==> src/rtl/irq_priority_pkg.sv <==
`default_nettype none
package irq_priority_pkg;
  localparam int NUM_SRC = 9;
  localparam int LVL_W = 3;
  localparam int VEC_W = 7;
  localparam int ADDR_W = 16;
  localparam int DATA_W = 16;
  // Register offsets.
  localparam logic [15:0] EXT_LEVEL_SETUP_3_OFS = 16'h430c;
  localparam logic [15:0] TIMER_LEVEL_SETUP_A_OFS = 16'h430e;
  localparam logic [15:0] TIMER_LEVEL_SETUP_B_OFS = 16'h4310;
  localparam logic [15:0] SERIAL_REMOTE_LEVEL_SETUP_OFS = 16'h4312;
  localparam logic [15:0] BUS_SERIAL_LEVEL_SETUP_OFS = 16'h4314;
  localparam logic [15:0] EVENT_STATUS_OFS = 16'h4320;
  localparam logic [15:0] EVENT_MASK_OFS = 16'h4322;
  // Field positions inside each level register.
  localparam int LVL_LO_POS = 0;
  localparam int LVL_HI_POS = 8;
  // Reset values.
  localparam logic [2:0] LVL_RESET = 3'h0;
  localparam logic [1:0] EVT_RESET = 2'h0;
  // Event bit positions.
  localparam int EVT_PREEMPT = 0;
  localparam int EVT_ACCEPT = 1;
  // Vector number of source 0; the others follow in index order.
  localparam logic [6:0] VEC_BASE = 7'h04;
  // Source indices.
  localparam int SRC_DISPLAY = 0;
  localparam int SRC_FIRST_INTERNAL = 1;
  typedef struct packed {
    logic valid;
    logic [6:0] vector;
    logic [2:0] level;
  } irq_req_t;
endpackage : irq_priority_pkg
`default_nettype wire

==> src/rtl/irq_priority_unit.sv <==
// Behaviour
// Every source has a 3-bit level field, readable and writable, reset to 0.
// Among pending enabled causes, only the one of largest level is sent.
// Among equal highest levels, the lowest vector number is sent.
// Unselected causes stay pending and are sent in turn after acceptance.
// A higher cause arriving during a request replaces vector and level.
// The core refuses requests whose level is below its own threshold.
// Timer level register A holds wide timer 0 in 10:8, byte timer in 2:0.
// Timer level register B holds wide timer 2 in 10:8, timer 1 in 2:0.
// Register C holds remote control level in 10:8, async serial in 2:0.
// Register D holds two-wire level in 10:8, sync serial level in 2:0.
// The display level sits in bits 2:0 of its external register, reset 0.
// Software clears the source flag before re-enabling interrupts.
// Software sets every external trigger mode bit to level mode.
// Handlers clear level sources at the peripheral's own flag.
// Unassigned bits of level registers ignore writes and read as zero.
// A newly written level takes part in arbitration from the next cycle.
//
// Implementation choice: strobed register access.
`default_nettype none
module irq_priority_unit #(
  parameter int NUM_SRC = irq_priority_pkg::NUM_SRC
) (
  input wire logic clk_sys,
  input wire logic rst_b,
  input wire logic [15:0] reg_addr,
  input wire logic [15:0] reg_wdata,
  input wire logic reg_wr,
  input wire logic reg_rd,
  output logic [15:0] reg_rdata,
  input wire logic [NUM_SRC-1:0] src_enable,
  input wire logic [NUM_SRC-1:0] src_flag,
  input wire logic core_ack,
  output logic core_req,
  output logic [6:0] core_vector,
  output logic [2:0] core_level,
  output logic irq_out
);
  typedef logic [2:0] lvl_t;

  lvl_t lvl_reg [NUM_SRC];
  logic [NUM_SRC-1:0] taken_reg;
  logic [NUM_SRC-1:0] elig;
  logic [NUM_SRC-1:0] ack_hit;
  irq_priority_pkg::irq_req_t req_reg;
  irq_priority_pkg::irq_req_t req_next;
  logic [1:0] status_reg;
  logic [1:0] mask_reg;
  logic [1:0] evt;
  logic [1:0] status_next;
  logic [15:0] rdata_reg;
  logic irq_reg;
  int unsigned best_idx;
  lvl_t best_lvl;

  // Source index of the low field of an internal level register, or -1.
  function automatic int lo_src(input logic [15:0] a);
    case (a)
      irq_priority_pkg::TIMER_LEVEL_SETUP_A_OFS: lo_src = 1;
      irq_priority_pkg::TIMER_LEVEL_SETUP_B_OFS: lo_src = 3;
      irq_priority_pkg::SERIAL_REMOTE_LEVEL_SETUP_OFS: lo_src = 5;
      irq_priority_pkg::BUS_SERIAL_LEVEL_SETUP_OFS: lo_src = 7;
      default: lo_src = -1;
    endcase
  endfunction

  // Read value of a level register with unassigned bits as zero.
  function automatic logic [15:0] lvl_word(input lvl_t hi, input lvl_t lo);
    lvl_word = {5'h0, hi, 5'h0, lo};
  endfunction

  // Level registers; only the 3-bit fields store, the rest is dropped.
  always_ff @(posedge clk_sys)
  begin
    if (!rst_b)
    begin
      for (int i = 0; i < NUM_SRC; i++)
      begin
        lvl_reg[i] <= irq_priority_pkg::LVL_RESET;
      end
    end
    else if (reg_wr)
    begin
      if (reg_addr == irq_priority_pkg::EXT_LEVEL_SETUP_3_OFS)
      begin
        lvl_reg[irq_priority_pkg::SRC_DISPLAY] <= reg_wdata[2:0];
      end
      else if (lo_src(reg_addr) >= 0)
      begin
        lvl_reg[lo_src(reg_addr)] <= reg_wdata[2:0];
        lvl_reg[lo_src(reg_addr) + 1] <= reg_wdata[10:8];
      end
    end
  end

  // Marks the cause that the core accepts in this cycle.
  always_comb
  begin
    ack_hit = '0;
    for (int i = 0; i < NUM_SRC; i++)
    begin
      if (core_ack && req_reg.valid &&
          req_reg.vector == irq_priority_pkg::VEC_BASE + 7'(i))
      begin
        ack_hit[i] = 1'b1;
      end
    end
  end

  // Eligible causes: flagged, enabled, not taken and not being accepted.
  // Dropping the accepted cause at once keeps it from being offered twice.
  assign elig = src_flag & src_enable & ~taken_reg & ~ack_hit;

  // Highest level wins; a >= compare scanning down from the top index keeps the lowest index on ties.
  always_comb
  begin
    best_idx = 0;
    best_lvl = 3'h0;
    for (int i = NUM_SRC - 1; i >= 0; i--)
    begin
      if (elig[i] && (lvl_reg[i] >= best_lvl || !elig[best_idx]))
      begin
        best_idx = i;
        best_lvl = lvl_reg[i];
      end
    end
  end

  // Next request is re-evaluated every cycle, so newer causes that win arbitration preempt.
  always_comb
  begin
    req_next.valid = |elig;
    req_next.vector = irq_priority_pkg::VEC_BASE + 7'(best_idx);
    req_next.level = best_lvl;
  end

  // Registered request toward the core.
  always_ff @(posedge clk_sys)
  begin
    if (!rst_b)
    begin
      req_reg <= '0;
    end
    else
    begin
      req_reg <= req_next;
    end
  end

  // A cause accepted by the core is held out until its flag falls.
  always_ff @(posedge clk_sys)
  begin
    if (!rst_b)
    begin
      taken_reg <= '0;
    end
    else
    begin
      for (int i = 0; i < NUM_SRC; i++)
      begin
        if (!src_flag[i])
        begin
          taken_reg[i] <= 1'b0;
        end
        else if (ack_hit[i])
        begin
          taken_reg[i] <= 1'b1;
        end
      end
    end
  end

  // Events: preemption of a standing request and acceptance by the core.
  assign evt[irq_priority_pkg::EVT_PREEMPT] = req_reg.valid &&
    req_next.valid && req_next.vector != req_reg.vector &&
    !(core_ack);
  assign evt[irq_priority_pkg::EVT_ACCEPT] = core_ack && req_reg.valid;

  // Sticky status, write one to clear; a new event wins over the clear.
  always_comb
  begin
    status_next = status_reg;
    if (reg_wr && reg_addr == irq_priority_pkg::EVENT_STATUS_OFS)
    begin
      status_next = status_next & ~reg_wdata[1:0];
    end
    status_next = status_next | evt;
  end

  // Status, mask and interrupt output.
  always_ff @(posedge clk_sys)
  begin
    if (!rst_b)
    begin
      status_reg <= irq_priority_pkg::EVT_RESET;
      mask_reg <= irq_priority_pkg::EVT_RESET;
      irq_reg <= 1'b0;
    end
    else
    begin
      status_reg <= status_next;
      if (reg_wr && reg_addr == irq_priority_pkg::EVENT_MASK_OFS)
      begin
        mask_reg <= reg_wdata[1:0];
        irq_reg <= |(status_next & reg_wdata[1:0]);
      end
      else
      begin
        irq_reg <= |(status_next & mask_reg);
      end
    end
  end

  // Read data stand for one cycle after the strobe, zero otherwise.
  always_ff @(posedge clk_sys)
  begin
    if (!rst_b || !reg_rd)
    begin
      rdata_reg <= 16'h0000;
    end
    else if (reg_addr == irq_priority_pkg::EXT_LEVEL_SETUP_3_OFS)
    begin
      rdata_reg <= lvl_word(3'h0, lvl_reg[irq_priority_pkg::SRC_DISPLAY]);
    end
    else if (lo_src(reg_addr) >= 0)
    begin
      rdata_reg <= lvl_word(lvl_reg[lo_src(reg_addr) + 1],
                            lvl_reg[lo_src(reg_addr)]);
    end
    else if (reg_addr == irq_priority_pkg::EVENT_STATUS_OFS)
    begin
      rdata_reg <= {14'h0000, status_reg};
    end
    else if (reg_addr == irq_priority_pkg::EVENT_MASK_OFS)
    begin
      rdata_reg <= {14'h0000, mask_reg};
    end
    else
    begin
      rdata_reg <= 16'h0000;
    end
  end

  // Outputs come straight from flip-flops.
  assign reg_rdata = rdata_reg;
  assign core_req = req_reg.valid;
  assign core_vector = req_reg.vector;
  assign core_level = req_reg.level;
  assign irq_out = irq_reg;

  // Checks on the arbitration and register behaviour.
  a_reset_levels: assert property (@(posedge clk_sys)
    !rst_b |=> lvl_reg[0] == 3'h0 && lvl_reg[NUM_SRC-1] == 3'h0)
    else $error("Level not cleared by reset.");

  for (genvar g = 0; g < NUM_SRC; g++)
  begin : g_chk
    a_level_wins: assert property (@(posedge clk_sys) disable iff (!rst_b)
      elig[g] |=> core_req && core_level >= $past(lvl_reg[g]))
      else $error("A higher level cause was passed over.");
    a_tie_lowest: assert property (@(posedge clk_sys) disable iff (!rst_b)
      elig[g] && lvl_reg[g] == best_lvl |=>
        core_vector <= irq_priority_pkg::VEC_BASE + 7'(g))
      else $error("Tie not resolved to lowest vector.");
  end

  a_pending_kept: assert property (@(posedge clk_sys) disable iff (!rst_b)
    core_ack && core_req && $countones(elig) > 1 ##1 (|elig) |=>
      core_req)
    else $error("Pending cause lost after acceptance.");

  a_no_repeat: assert property (@(posedge clk_sys) disable iff (!rst_b)
    core_ack && core_req |=> !core_req || core_vector != $past(core_vector))
    else $error("Accepted cause offered again.");

  a_preempt_swap: assert property (@(posedge clk_sys) disable iff (!rst_b)
    core_req && elig != 0 && best_lvl > core_level |=>
      core_level == $past(best_lvl) &&
      core_vector == irq_priority_pkg::VEC_BASE + 7'($past(best_idx)))
    else $error("Higher cause did not replace the request.");

  a_layout_a: assert property (@(posedge clk_sys) disable iff (!rst_b)
    reg_rd && reg_addr == irq_priority_pkg::TIMER_LEVEL_SETUP_A_OFS |=>
      reg_rdata[10:8] == $past(lvl_reg[2]) &&
      reg_rdata[2:0] == $past(lvl_reg[1]))
    else $error("Timer level register A layout wrong.");

  a_layout_d: assert property (@(posedge clk_sys) disable iff (!rst_b)
    reg_rd && reg_addr == irq_priority_pkg::BUS_SERIAL_LEVEL_SETUP_OFS |=>
      reg_rdata[10:8] == $past(lvl_reg[8]) &&
      reg_rdata[2:0] == $past(lvl_reg[7]))
    else $error("Bus serial level register layout wrong.");

  a_reserved_zero: assert property (@(posedge clk_sys) disable iff (!rst_b)
    reg_rd && lo_src(reg_addr) >= 0 |=>
      reg_rdata[15:11] == 5'h00 && reg_rdata[7:3] == 5'h00)
    else $error("Reserved level bits read nonzero.");

  a_write_visible: assert property (@(posedge clk_sys) disable iff (!rst_b)
    reg_wr && reg_addr == irq_priority_pkg::EXT_LEVEL_SETUP_3_OFS |=>
      lvl_reg[0] == $past(reg_wdata[2:0]))
    else $error("Display level write not taken.");

  a_event_wins: assert property (@(posedge clk_sys) disable iff (!rst_b)
    evt[1] && reg_wr && reg_addr == irq_priority_pkg::EVENT_STATUS_OFS |=>
      status_reg[1])
    else $error("Event lost to a same-cycle clear.");

  c_single_req: cover property (@(posedge clk_sys) disable iff (!rst_b)
    $rose(core_req) ##[1:4] core_ack);
  c_preempt: cover property (@(posedge clk_sys) disable iff (!rst_b)
    evt[0]);
  c_two_in_turn: cover property (@(posedge clk_sys) disable iff (!rst_b)
    core_ack ##1 core_req ##[1:4] core_ack);
endmodule // irq_priority_unit
`default_nettype wire

==> config.mk <==
export PLATFORM = sky130hd
export DESIGN_NAME = irq_priority_unit
export DESIGN_NICKNAME = d
export VERILOG_FILES = /design/src/rtl/irq_priority_pkg.sv /design/src/rtl/irq_priority_unit.sv
export SDC_FILE = /design/constraint.sdc
export NUM_CORES = 1
export LEC_CHECK = 0
export BUFFER_PORTS_ARGS = -buffer_cell sky130_fd_sc_hd__buf_2
export CAP_MARGIN = 30
export CORE_MARGIN = 1
export CORE_UTILIZATION = 47
export CTS_CLUSTER_DIAMETER = 80
export DETAILED_ROUTE_END_ITERATION = 16
export MAX_ROUTING_LAYER = met4
export PLACE_DENSITY = 0.69
export SLEW_MARGIN = 10
export SYNTH_ARGS = -nofsm -noshare
export SYNTH_HDL_FRONTEND = slang
export SYNTH_SLANG_ARGS = --single-unit
==> constraint.sdc <==
create_clock -name clk_sys -period 18.6 [get_ports clk_sys]
set_input_delay 2.79 -clock clk_sys [delete_from_list [all_inputs] [get_ports clk_sys]]
set_output_delay 2.79 -clock clk_sys [all_outputs]
set_load 0.01 [all_outputs]
* Word level (Yosys, flattened, before mapping)
Memory sizes are Yosys's and may differ from the RTL's. Index checks and enable logic that the tools add are counted.
Storage, ports and cells: flip-flop bits (word level) 41, latch bits 0, RAM bits 27, ROM bits 0, output and inout bits 28, logic and storage cells 209, memories 1
Memories:
- lvl_reg | words 9, width 3, read ports 11, clocked after Yosys merged registers in 0, wr ports 9, line irq_priority_unit.sv:41 | lvl_t lvl_reg [NUM_SRC];
Cells by class: add/sub/neg operators 3, multiply operators 0, div/mod/pow operators 0, order comparisons 19, equal/unequal tests 17, shift-type cells 0, muxes and demuxes 78, bitwise gates (word level) 11, reductions and logical operators 62
Operators with widths (number):
- $mux 32 | 11
- $lt 32x5->1 const B | 8
- $pmux 32 s4 | 1
- $eq 16x15->1 const B | 7
- $ge 32x1->1 const B | 2
- $mux 4 | 10
- $mux 3 | 13
- $eq 7x4->1 const B | 5
- $bmux 1 s4 | 8
- $mux 1 | 30
- $eq 7x3->1 const B | 4
- $and 9x9->9 | 3
- $ge 3x3->1 | 8
- $logic_and 1x1->1 | 24
- $not 9->9 | 2
- $reduce_and 2->1 | 9
- $logic_not 1->1 | 12
- $mux 11 | 1
- $logic_or 1x1->1 | 10
- $reduce_or 9->1 | 1
- $add 4x2->4 const B | 2
- $add 3x7->7 const A | 1
- $mux 7 | 1
- $ne 7x7->1 | 1
- other kinds (9) | 16

* Depth between registers and ports, before layout
Gate-level depths: netlist of run 1.
depth after elaboration 65, gate-level depth with buffers 76, mapped depth without buffers 76

* Worst setup path after synthesis of run 1
Ideal clock, no wire load.
path kind input port to flip-flop, start point in core_ack, end point reg irq_reg (netlist: irq_out), arrival 15.496 ns, data required time 18.467 ns, path slack 2.971 ns, stages on the path 73, path through nand4bb_1 -> o21a_1 -> and2_1 -> ha_1 -> nand2b_1 -> a211oi_1 -> o22ai_1 -> nand2_1 -> nand2_1 -> o21ai_0 -> ha_1 -> nand2b_1 -> nand2_1 -> nand3_1 -> nor2_1 -> o21a_1 -> nand2_1 -> o21ai_0 -> (+37 left out) -> o21a_1 -> nor2_1 -> a21oi_1 -> inv_1 -> ha_1 -> nand2b_1 -> a21oi_1 -> nor2b_1 -> o21ai_1 -> o211ai_1 -> nor3_1 -> ha_1 -> xor2_1 -> or3_1 -> nor3_1 -> a21oi_1 -> a21oi_1 -> a211oi_1
RTL lines:
- from (decl) | line irq_priority_unit.sv:33 | input wire logic core_ack,
- to (signal assigned) | line irq_priority_unit.sv:205 | irq_reg <= |(status_next & reg_wdata[1:0]);
- to (signal assigned) | line irq_priority_unit.sv:209 | irq_reg <= |(status_next & mask_reg);
- to (decl) | line irq_priority_unit.sv:52 | logic irq_reg;

==> run metrics, run 1 <==
Leakage ~2.3 nW; Worst slew margin 58.2%; die width roughly 100 um; CP Buf/Inv Count 4; setup repair bufs after CTS 0; Power Density around 74 nW/um2; Iter 0 DRT Violations between 200 and 250; WL/cell 17.1 um; Worst Path Required 18.82 ns; yosys warns 0; Rows 35; Global Route Usage Sum 25.7%; Skew-Pair Late Insertion Delay 0.35 ns; CP max FO 10; Reg2Reg Depth 75; CTS Buffer Depth 2; most frequent cells in the layout nand2_1 (60), buf_2 (60), nor2_1 (45); largest net degree at the start of global routing 31; total routed wirelength 12,200 um; peak supply drop 45.6 uV; clk sink count between 60 and 70; IO Count 83; worst hold-check path type reg -> reg; Post-synth EDFFs 36; placed inst area 4990 um2; share of cells above drive strength 1 between 10% and 20%; initial antenna violation count 0; Design Power 0.386 mW; fraction of registers with async set/reset 0%; WHS Endpoint taken_reg[0]$_SDFFE_PN0P_; drt pass-1 iters 4; drt via density 5.79; Max-cap violations 0; Least-Margin Pin Slew 0.626 ns; worst hold path stage count 2; Die H slightly above 100 um; Final Hold Fails 0; Layout Nets 652; Hold Path Origin taken_reg[0]$_SDFFE_PN0P_; hpwl dp 9360 um; vias 4,131; mean post-synth cell area 8.87 um2; Clock Skew 0.00987 ns; Crit. End Element flop; CTS Hold Buffers Added 0; TritonCTS clock tree yes; Largest register FFs 36; R2R Path Start core_req$_SDFF_PN0_; outcome finished, final reports clean; RSZ-0062 raised after global routing false; Area Growth Syn to Fin 13.0%; Remaining DRCs 0; Cell variety after synth 74; Max Slew Vio Count 0; # setup viols final 0; first-pass GRT wire length 19,200 um; Crit path max-delay family compound AO/OA/AOI/OAI gates; synthesized netlist cell count 519; vias in the first global route 3,852; GR Overflow Total 0; Critical Path AT 17.40 ns; FMAX 58.2 MHz; Top FF cell, synth edfxtp_1; Finished Cell Area 5200 um2; Seq/Total Area, Yosys 36.1%; Setup crit start kind input pin; slowest CP cell mux2_2; Slowest Stage Delay on Critical Path about 0.39 ns; core outline area 9370 um2; Antenna Cells 0; TritonCTS Buffers 9; die area roughly 10,000 um2; Reg clk slew, reported paths around 0.07 ns; routability cong. 0.876; antenna viol nets, final 0; WS Path Type in -> reg; Starting Density slightly below 50%; port buffer count 60; fin crit share 92.4%; H-tree lvl count 3; Root Driver clkbuf_8; Final min period approximately 17 ns; Reg2Reg Setup Slack between 3 and 4 ns; Cell Area, Synth 4600 um2; flop and latch count out of synthesis 65; setup tns final 0 ns; R2R Path End irq_out$_SDFF_PN0_
## kinds of logic after synthesis
| kind of cell | count (synthesis) | share of synthesized area [%] |
|---|---|---|
| compound gates | 130 | 20.6 |
| other cells | 1 | 0.0814 |
| flops | 65 | 36.1 |
| mux | 29 | 7.80 |
| xor+xnor | 3 | 0.571 |
| simple gates | 224 | 25.0 |
| buf+inv | 50 | 5.22 |
| fa+ha+maj | 17 | 4.62 |
## Yosys cell counts (all sizes together), types with 2 or more instances
master / count / area share [%]
nand2: 60 / 4.9
nor2: 46 / 3.8
edfxtp: 36 / 23
o21ai: 36 / 4.7
dfxtp: 29 / 13
inv: 26 / 2.1
and2: 24 / 3.3
a21oi: 21 / 2.6
ha: 17 / 4.6
mux2i: 16 / 3.5
and3: 15 / 2.0
nor3: 15 / 1.7
buf: 13 / 2.2
nand2b: 13 / 1.8
a31oi: 12 / 1.8
nand3: 12 / 1.3
nor2b: 12 / 1.6
clkbuf: 11 / 0.90
a211oi: 10 / 2.1
mux2: 9 / 2.4
o211ai: 6 / 0.98
a22o: 5 / 0.95
o21a: 5 / 0.82
or2: 5 / 0.68
mux4: 4 / 2.0
nand4: 4 / 0.54
nor4: 4 / 0.68
o31ai: 4 / 0.65
a211o: 3 / 0.57
a21o: 3 / 0.49
and3b: 3 / 0.57
o211a: 3 / 0.65
or3: 3 / 0.41
a31o: 2 / 0.38
nand3b: 2 / 0.33
o221ai: 2 / 0.38
o311a: 2 / 0.43
o31a: 2 / 0.38
o32a: 2 / 0.43
xor2: 2 / 0.38
## tightest hold or removal path, cell delays in order (launching register included)
cell and delay, ns:
dfxtp_1 0.32, a31oi_1 0.04, nor2_1 0.09
## worst max-delay path by stage
| stage | startpoint | endpoint | slack [ns] | cells past startpoint |
|---|---|---|---|---|
| detailed placement | core_ack | irq_out$_SDFF_PN0_ | 1.00 | 76 |
| finish | core_ack | irq_out$_SDFF_PN0_ | 1.41 | 76 |
| floorplan | core_ack | irq_out$_SDFF_PN0_ | 2.97 | 73 |
| global route | core_ack | irq_out$_SDFF_PN0_ | 0.01 | 76 |
| global placement | core_ack | irq_out$_SDFF_PN0_ | 1.17 | 76 |
| CTS | core_ack | irq_out$_SDFF_PN0_ | 1.30 | 76 |
## metal layers
metal / routed length [um] / vias up / global-route usage (%) / part of all wire (%)
met5: 0 / - / - / 0
met4: 249 / 0 / 7.92 / 2.0
met3: 720 / 24 / 5.06 / 5.9
met2: 5740 / 150 / 41.9 / 47
met1: 5470 / 1941 / 32.2 / 45
li1: - / 2016 / - / -
## where the power goes
group          internal (mW)  switching (mW)  leakage [nW]
clock network         0.0659          0.0602         0.104
registers              0.158         0.00796         0.573
logic                 0.0388          0.0557          1.61
total                  0.262           0.124          2.29
## area by class of cell
class | count | area [um2]
flip-flops and latches | 65 | 1660
clock buffers | 10 | 138
well taps | 129 | 161
inverters | 26 | 97.6
clock inverters | 6 | 65.1
fillers | 894 | 4170
repair buffers | 63 | 327
multi-input cells | 415 | 2760
## per-stage QoR
step	instances	util, %	setup slack [ns]	hold WS (ns)
after floorplan	530	-	2.97	0.435
after global placement	697	53.2	1.17	0.452
after detailed placement	697	53.2	1.00	0.468
after CTS	713	55.4	1.30	0.486
after global routing	714	55.5	0.0139	0.503
final	714	55.5	1.41	0.480
## repair_timing
item                       4_1_cts  5_1_grt
resized for setup                0        1
hold endpoints to repair         0        0
setup endpoints to repair        0        2
No activity file was read; power rests on OpenSTA's default activity.
==> run 2: changes to the inputs <==
--- a/config.mk
+++ b/config.mk
@@ -5,14 +5,14 @@
 export SDC_FILE = /design/constraint.sdc
 export NUM_CORES = 1
 export LEC_CHECK = 0
+export ABC_AREA = 1
 export BUFFER_PORTS_ARGS = -buffer_cell sky130_fd_sc_hd__buf_2
 export CAP_MARGIN = 30
 export CORE_MARGIN = 1
-export CORE_UTILIZATION = 47
+export CORE_UTILIZATION = 23
 export CTS_CLUSTER_DIAMETER = 80
 export DETAILED_ROUTE_END_ITERATION = 16
 export MAX_ROUTING_LAYER = met4
-export PLACE_DENSITY = 0.69
 export SLEW_MARGIN = 10
 export SYNTH_ARGS = -nofsm -noshare
 export SYNTH_HDL_FRONTEND = slang
==> run 2 against run 1 <==
  * Utilization decreased by 27 points
  * Sequential power is essentially flat
  * Final cell count is 34% higher
  * Largest cell class unchanged
  * Largest power group is now the clock network
==> run metrics, run 2 <==
yosys warns 0; share of cells above drive strength 1 between 10% and 20%; WL/cell between 10 and 15 um; Hold Path Origin taken_reg[8]$_SDFFE_PN0P_; Remaining DRCs 0; R2R Path Start core_req$_SDFF_PN0_; synthesized netlist cell count 629; Skew-Pair Late Insertion Delay around 0.34 ns; slowest CP cell ha_1; setup repair bufs after CTS 0; die width 141 um; post-CTS resize count 0; drt pass-1 iters 5; CP max FO 13; Cell Area, Synth approximately 4400 um2; most used cell, CP nand2_1; Global Route Usage Sum 12.3%; total routed wirelength 11,500 um; top post-synthesis cells by area edfxtp_1 (24%), nand2_1 (15%), dfxtp_1 (13%); Crit. End Element flop; Max Slew Vio Count 0; hpwl dp 9070 um; Reg clk slew, reported paths 0.06 ns; Synth Area in Adders 4.80%; Largest register FFs 36; Post-synth EDFFs 36; Rows 50; Least-Margin Pin Slew between 0.7 and 0.8 ns; Seq/Total Area, Yosys 37.5%; die area roughly 20,000 um2; worst hold-check path type reg -> reg; Critical Path AT between 10 and 15 ns; vias in the first global route 3,763; peak supply drop 49.7 uV; Clock Skew about 0.0084 ns; worst hold path stage count 2; Final Hold Fails 0; core outline area 18,800 um2; antenna viol nets, final 0; FMAX 74.0 MHz; Power Density between 80 and 90 nW/um2; commonest non-fill, non-tap cell in the layout nand2_1; R2R Path End irq_out$_SDFF_PN0_; Worst slew margin 53.0%; Worst Path Required 18.83 ns; Synth Area in XOR/XNOR 0.593%; H-tree lvl count 3; Design Power 0.433 mW; TritonCTS clock tree yes; Die H 141 um; compound-cell area share of the yosys netlist 9.93%; routability cong. a little over 0.8; mean post-synth cell area 7.05 um2; Synth Area in Simple Gates 35.9%; Reg2Reg Setup Slack approximately 7.3 ns; Top FF cell, synth edfxtp_1; Area Growth Syn to Fin 19.2%; top-count cell post-synth nand2_1; Iter 0 DRT Violations 252; Root Driver clkbuf_16; CP endpoint irq_out$_SDFF_PN0_; Starting Density 23.5%; Crit. Startpoint core_ack; Cell variety after synth 40; clk sink count 65; initial antenna violation count 0; Antenna Cells 0; TritonCTS Buffers 9; Reg2Reg Depth 88; outcome finished, final reports clean; fin crit share 72.7%; drt via density 4.26; CTS Buffer Depth 2; Layout Nets 762; number of cells in the design after placement 939; setup tns final 0 ns; most instantiated cells after synthesis nand2_1 (175), inv_1 (88), nor2_1 (68), nand3_1 (45), o21ai_0 (39); WS Path Type in -> reg; largest net degree at the start of global routing 31; area share of the largest cell type after synthesis 24.4%; Leakage 2.64 nW; mux cell area share after synthesis 0%; fraction of registers with async set/reset 0%; Slowest Stage Delay on Critical Path around 0.34 ns; most frequent cells in the layout nand2_1 (175), inv_1 (88), nor2_1 (68); port buffer count 60; Non-Filler Instances 955; Setup crit start kind input pin; Synth area leader edfxtp_1; GR Overflow Total 0; Fin Hold WS 0.443 ns; fillers 2,063; # setup viols final 0; Max-cap violations 0; flop and latch count out of synthesis between 60 and 70; first-pass GRT wire length 18,200 um; CTS Hold Buffers Added 0; largest family of logic cells by synthesized area simple AND/OR/NAND/NOR gates; Final min period ~14 ns; vias 4,065; IO Count 83; RSZ-0062 raised after global routing false
==> run 2: cell types whose count changed after synthesis, moves of 14 or more <==
cell,before,now
nor2_1,45,68
nand2_2,0,17
and2_1,24,2
inv_1,25,88
mux2i_1,16,0
nand3_1,12,45
and3_1,15,1
nand2_1,60,175
==> run 2: cells by family after synthesis <==
family | after synthesis
other | 1
AOI/OAI and AO/OA | 77
buffers and inverters | 116
DFF | 65
xor gates and xnor gates | 3
adders and majority gates | 17
and+or+nand+nor | 350
==> run 2: area by class of cell <==
type	count	area, um2	area share [%]
Sequential cell	65	1660	31.4
Inverter	95	357	6.75
Timing Repair Buffer	60	300	5.68
Clock buffer	16	323	6.11
Tap cell	260	325	6.16
Multi-Input combinational cell	459	2320	43.9
==> run 2: stage by stage <==
step	area, um2	setup WS, ns	util [%]
detailed placement	4960	4.72	26.4
CTS	5290	5.05	28.1
global route	5290	3.78	28.1
floorplan	4480	6.40	-
global placement	4960	4.82	26.4
finish	5290	5.08	28.1
==> run 2: critical path, delay by kind of cell <==
family	cells	cell delay [ns]
buffers and inverters	11	0.99
adders and majority gates	9	2.60
AOI/OAI and AO/OA	15	2.10
and+or+nand+nor	53	5.08
xor gates and xnor gates	1	0.15
==> run 2: power by group <==
group / leakage [nW] / total, mW / internal [mW] / switching (mW)
combinational: 1.90 / 0.0907 / 0.0324 / 0.0582
sequential: 0.573 / 0.164 / 0.158 / 0.00586
clock: 0.160 / 0.178 / 0.117 / 0.0616
==> run 2: metal layers <==
metal	vias up	track usage, %	share of wire (%)
met5	-	-	0
met4	0	4.23	1.4
met3	11	2.28	3.3
met2	81	19.7	47
met1	1825	15.4	48
li1	2148	-	-
==> run 2: worst min path at each step <==
| stage | to | slack [ns] |
|---|---|---|
| after global routing | taken_reg[7]$_SDFFE_PN0P_ | 0.47 |
| after global placement | taken_reg[8]$_SDFFE_PN0P_ | 0.43 |
| after CTS | taken_reg[8]$_SDFFE_PN0P_ | 0.45 |
| final | taken_reg[8]$_SDFFE_PN0P_ | 0.44 |
| after detailed placement | taken_reg[8]$_SDFFE_PN0P_ | 0.44 |
| after floorplan | taken_reg[1]$_SDFFE_PN0P_ | 0.42 |
==> run 3: changes to the inputs <==
--- a/config.mk
+++ b/config.mk
@@ -5,7 +5,7 @@
 export SDC_FILE = /design/constraint.sdc
 export NUM_CORES = 1
 export LEC_CHECK = 0
-export ABC_AREA = 1
+export ABC_AREA = 0
 export BUFFER_PORTS_ARGS = -buffer_cell sky130_fd_sc_hd__buf_2
 export CAP_MARGIN = 30
 export CORE_MARGIN = 1
==> constraint.sdc (replaced) <==
create_clock -name clk_sys -period 12.8 [get_ports clk_sys]
set_input_delay 1.92 -clock clk_sys [delete_from_list [all_inputs] [get_ports clk_sys]]
set_output_delay 1.92 -clock clk_sys [all_outputs]
set_load 0.01 [all_outputs]
==> run 3 against run 2 <==
  * Die area grew 3.8%
  * Count of clock-buffer cells in the layout shrank 5
  * Sequential power grew 46%
  * Non-clock buffer count grew 126
  * Via count grew 15%
  * First-iteration DRC count shrank 9.1%
  * Global-route usage grew 3.1 points
  * Sequential share of layout area shrank 7.2 points
  * The flow now finishes with violations (setup timing)
  * Worst setup slack lost 6.0 ns
  * Register-to-register slack lost 7.0 ns
  * Critical endpoint is now status_reg[0]$_SDFF_PN0_
  * Cell area grew 30%
  * Routed wire length grew 33%
==> run metrics, run 3 (synthesis gave the netlist of run 1 again) <==
routability cong. 0.862; hpwl dp ~11,000 um; CTS Buffer Depth 2; CTS Hold Buffers Added 0; Critical Path AT 13.89 ns; setup tns final -1.92 ns; Rows a little over 50; vias ~4,700; Crit. Startpoint core_ack; most used cell, CP buf_4; peak supply drop between 60 and 70 uV; drt pass-1 iters 4; TritonCTS Buffers 9; Hold Path Origin taken_reg[2]$_SDFFE_PN0P_; TritonCTS clock tree yes; drt via density 4.81; sw power around 0.23 mW; Final Hold Fails 0; port buffer count 60; Iter 0 DRT Violations 229; Slowest Stage Delay on Critical Path 0.36 ns; die area 20,600 um2; vias in the first global route 4,430; Comb pwr share 33.8%; Crit. End Element flop; first-pass GRT wire length 23,000 um; commonest non-fill, non-tap cell in the layout buf_4; clk sink count 65; Root Driver clkbuf_16; fin crit share 107%; Skew-Pair Late Insertion Delay 0.34 ns; most frequent cells in the layout buf_4 (123), buf_2 (59), nand2_1 (52); Final min period 13.68 ns; Max-cap violations 0; Area Growth Syn to Fin 49.1%; Global Route Usage Sum about 15%; CP max FO 3; Worst Path Required 13.02 ns; H-tree lvl count 3; R2R Path Start core_vector[4]$_SDFF_PN0_; outcome finished, violations left; RSZ-0062 raised after global routing true; Fin Hold WS 0.478 ns; Starting Density 23.6%; clock share of power around a third; core outline area around 20,000 um2; largest net degree at the start of global routing 31; WL/cell 15.8 um; GR Overflow Total 0; Die H 143 um; Setup crit start kind input pin; sequential power share 32.1%; Power Density 109 nW/um2; Sw Share 30.8%; fillers 1,986; Remaining DRCs 0; worst hold-check path type reg -> reg; Reg clk slew, reported paths 0.06 ns; Layout Nets 775; Place WS -1.46 ns; antenna viol nets, final 0; Least-Margin Pin Slew slightly below 0.7 ns; initial antenna violation count 0; worst setup margin -0.877 ns; share of cells above drive strength 1 between 40% and 50%; violated checks setup timing; WS Path Type in -> reg; Pint slightly above 0.5 mW; Worst slew margin approximately 54%; Clock Skew 0.00623 ns; Max Slew Vio Count 0; slowest CP cell or3_4; die width 143 um; IO Count 83; Leakage 3.03 nW; # setup viols final 3; total routed wirelength around 15,000 um; Antenna Cells 0; Largest register FFs 36; FMAX between 70 and 80 MHz
## run 3: worst paths after layout
kind	endpoint	slack (ns)	cells after the start
max	status_reg[0]$_SDFF_PN0_	-0.88	84
min reg2reg	taken_reg[2]$_SDFFE_PN0P_	0.48	2
min	taken_reg[2]$_SDFFE_PN0P_	0.48	2
max reg2reg	status_reg[0]$_SDFF_PN0_	0.30	83
## run 3: layer usage
| metal | vias to the layer above | GRT usage, % | part of all wire (%) |
|---|---|---|---|
| li1 | 2262 | - | - |
| met1 | 2184 | 19.1 | 45 |
| met2 | 189 | 23.5 | 45 |
| met3 | 45 | 4.03 | 6.1 |
| met4 | 0 | 6.61 | 3.3 |
| met5 | - | - | 0 |
## run 3: what timing repair did
item / CTS / global route
resized for setup: 28 / 20
setup buffers: 51 / 7
endpoints found under the setup margin: 4 / 10
pin swaps: 21 / 38
## run 3: critical path, delay by kind of cell
kind | cells | cell delay, ns
AOI/OAI and AO/OA | 20 | 2.91
xor gates and xnor gates | 1 | 0.18
adders and majority gates | 6 | 1.58
buffers and inverters | 36 | 4.35
muxes | 2 | 0.50
and+or+nand+nor | 19 | 2.46
## run 3: final cells by class
| class | instances | area [um2] | share of cell area [%] |
|---|---|---|---|
| Inverter | 26 | 97.6 | 1.42 |
| Multi-Input combinational cell | 415 | 3210 | 46.7 |
| Clock inverter | 5 | 55.1 | 0.802 |
| Clock buffer | 11 | 243 | 3.54 |
| Sequential cell | 65 | 1660 | 24.2 |
| Tap cell | 265 | 332 | 4.83 |
| Timing Repair Buffer | 186 | 1270 | 18.5 |
## run 3: metrics by stage
step	total power [mW]	instance area, um2	util, %	instances
2_1_floorplan	0.365	4880	-	530
3_3_place_gp	0.438	5880	30.1	898
3_5_place_dp	0.441	5880	30.1	898
4_1_cts	0.728	6710	34.3	965
5_1_grt	0.776	6860	35.2	973
6_report	0.747	6860	35.2	973
## run 3: power groups by stage
| stage | Combinational [mW] | Sequential (mW) | Clock [mW] |
|---|---|---|---|
| 5_1_grt | 0.271 | 0.241 | 0.264 |
| 3_5_place_dp | 0.197 | 0.243 | 0 |
| 3_3_place_gp | 0.195 | 0.243 | 0 |
| 2_1_floorplan | 0.122 | 0.243 | 0 |
| 4_1_cts | 0.233 | 0.240 | 0.256 |
| 6_report | 0.252 | 0.240 | 0.255 |
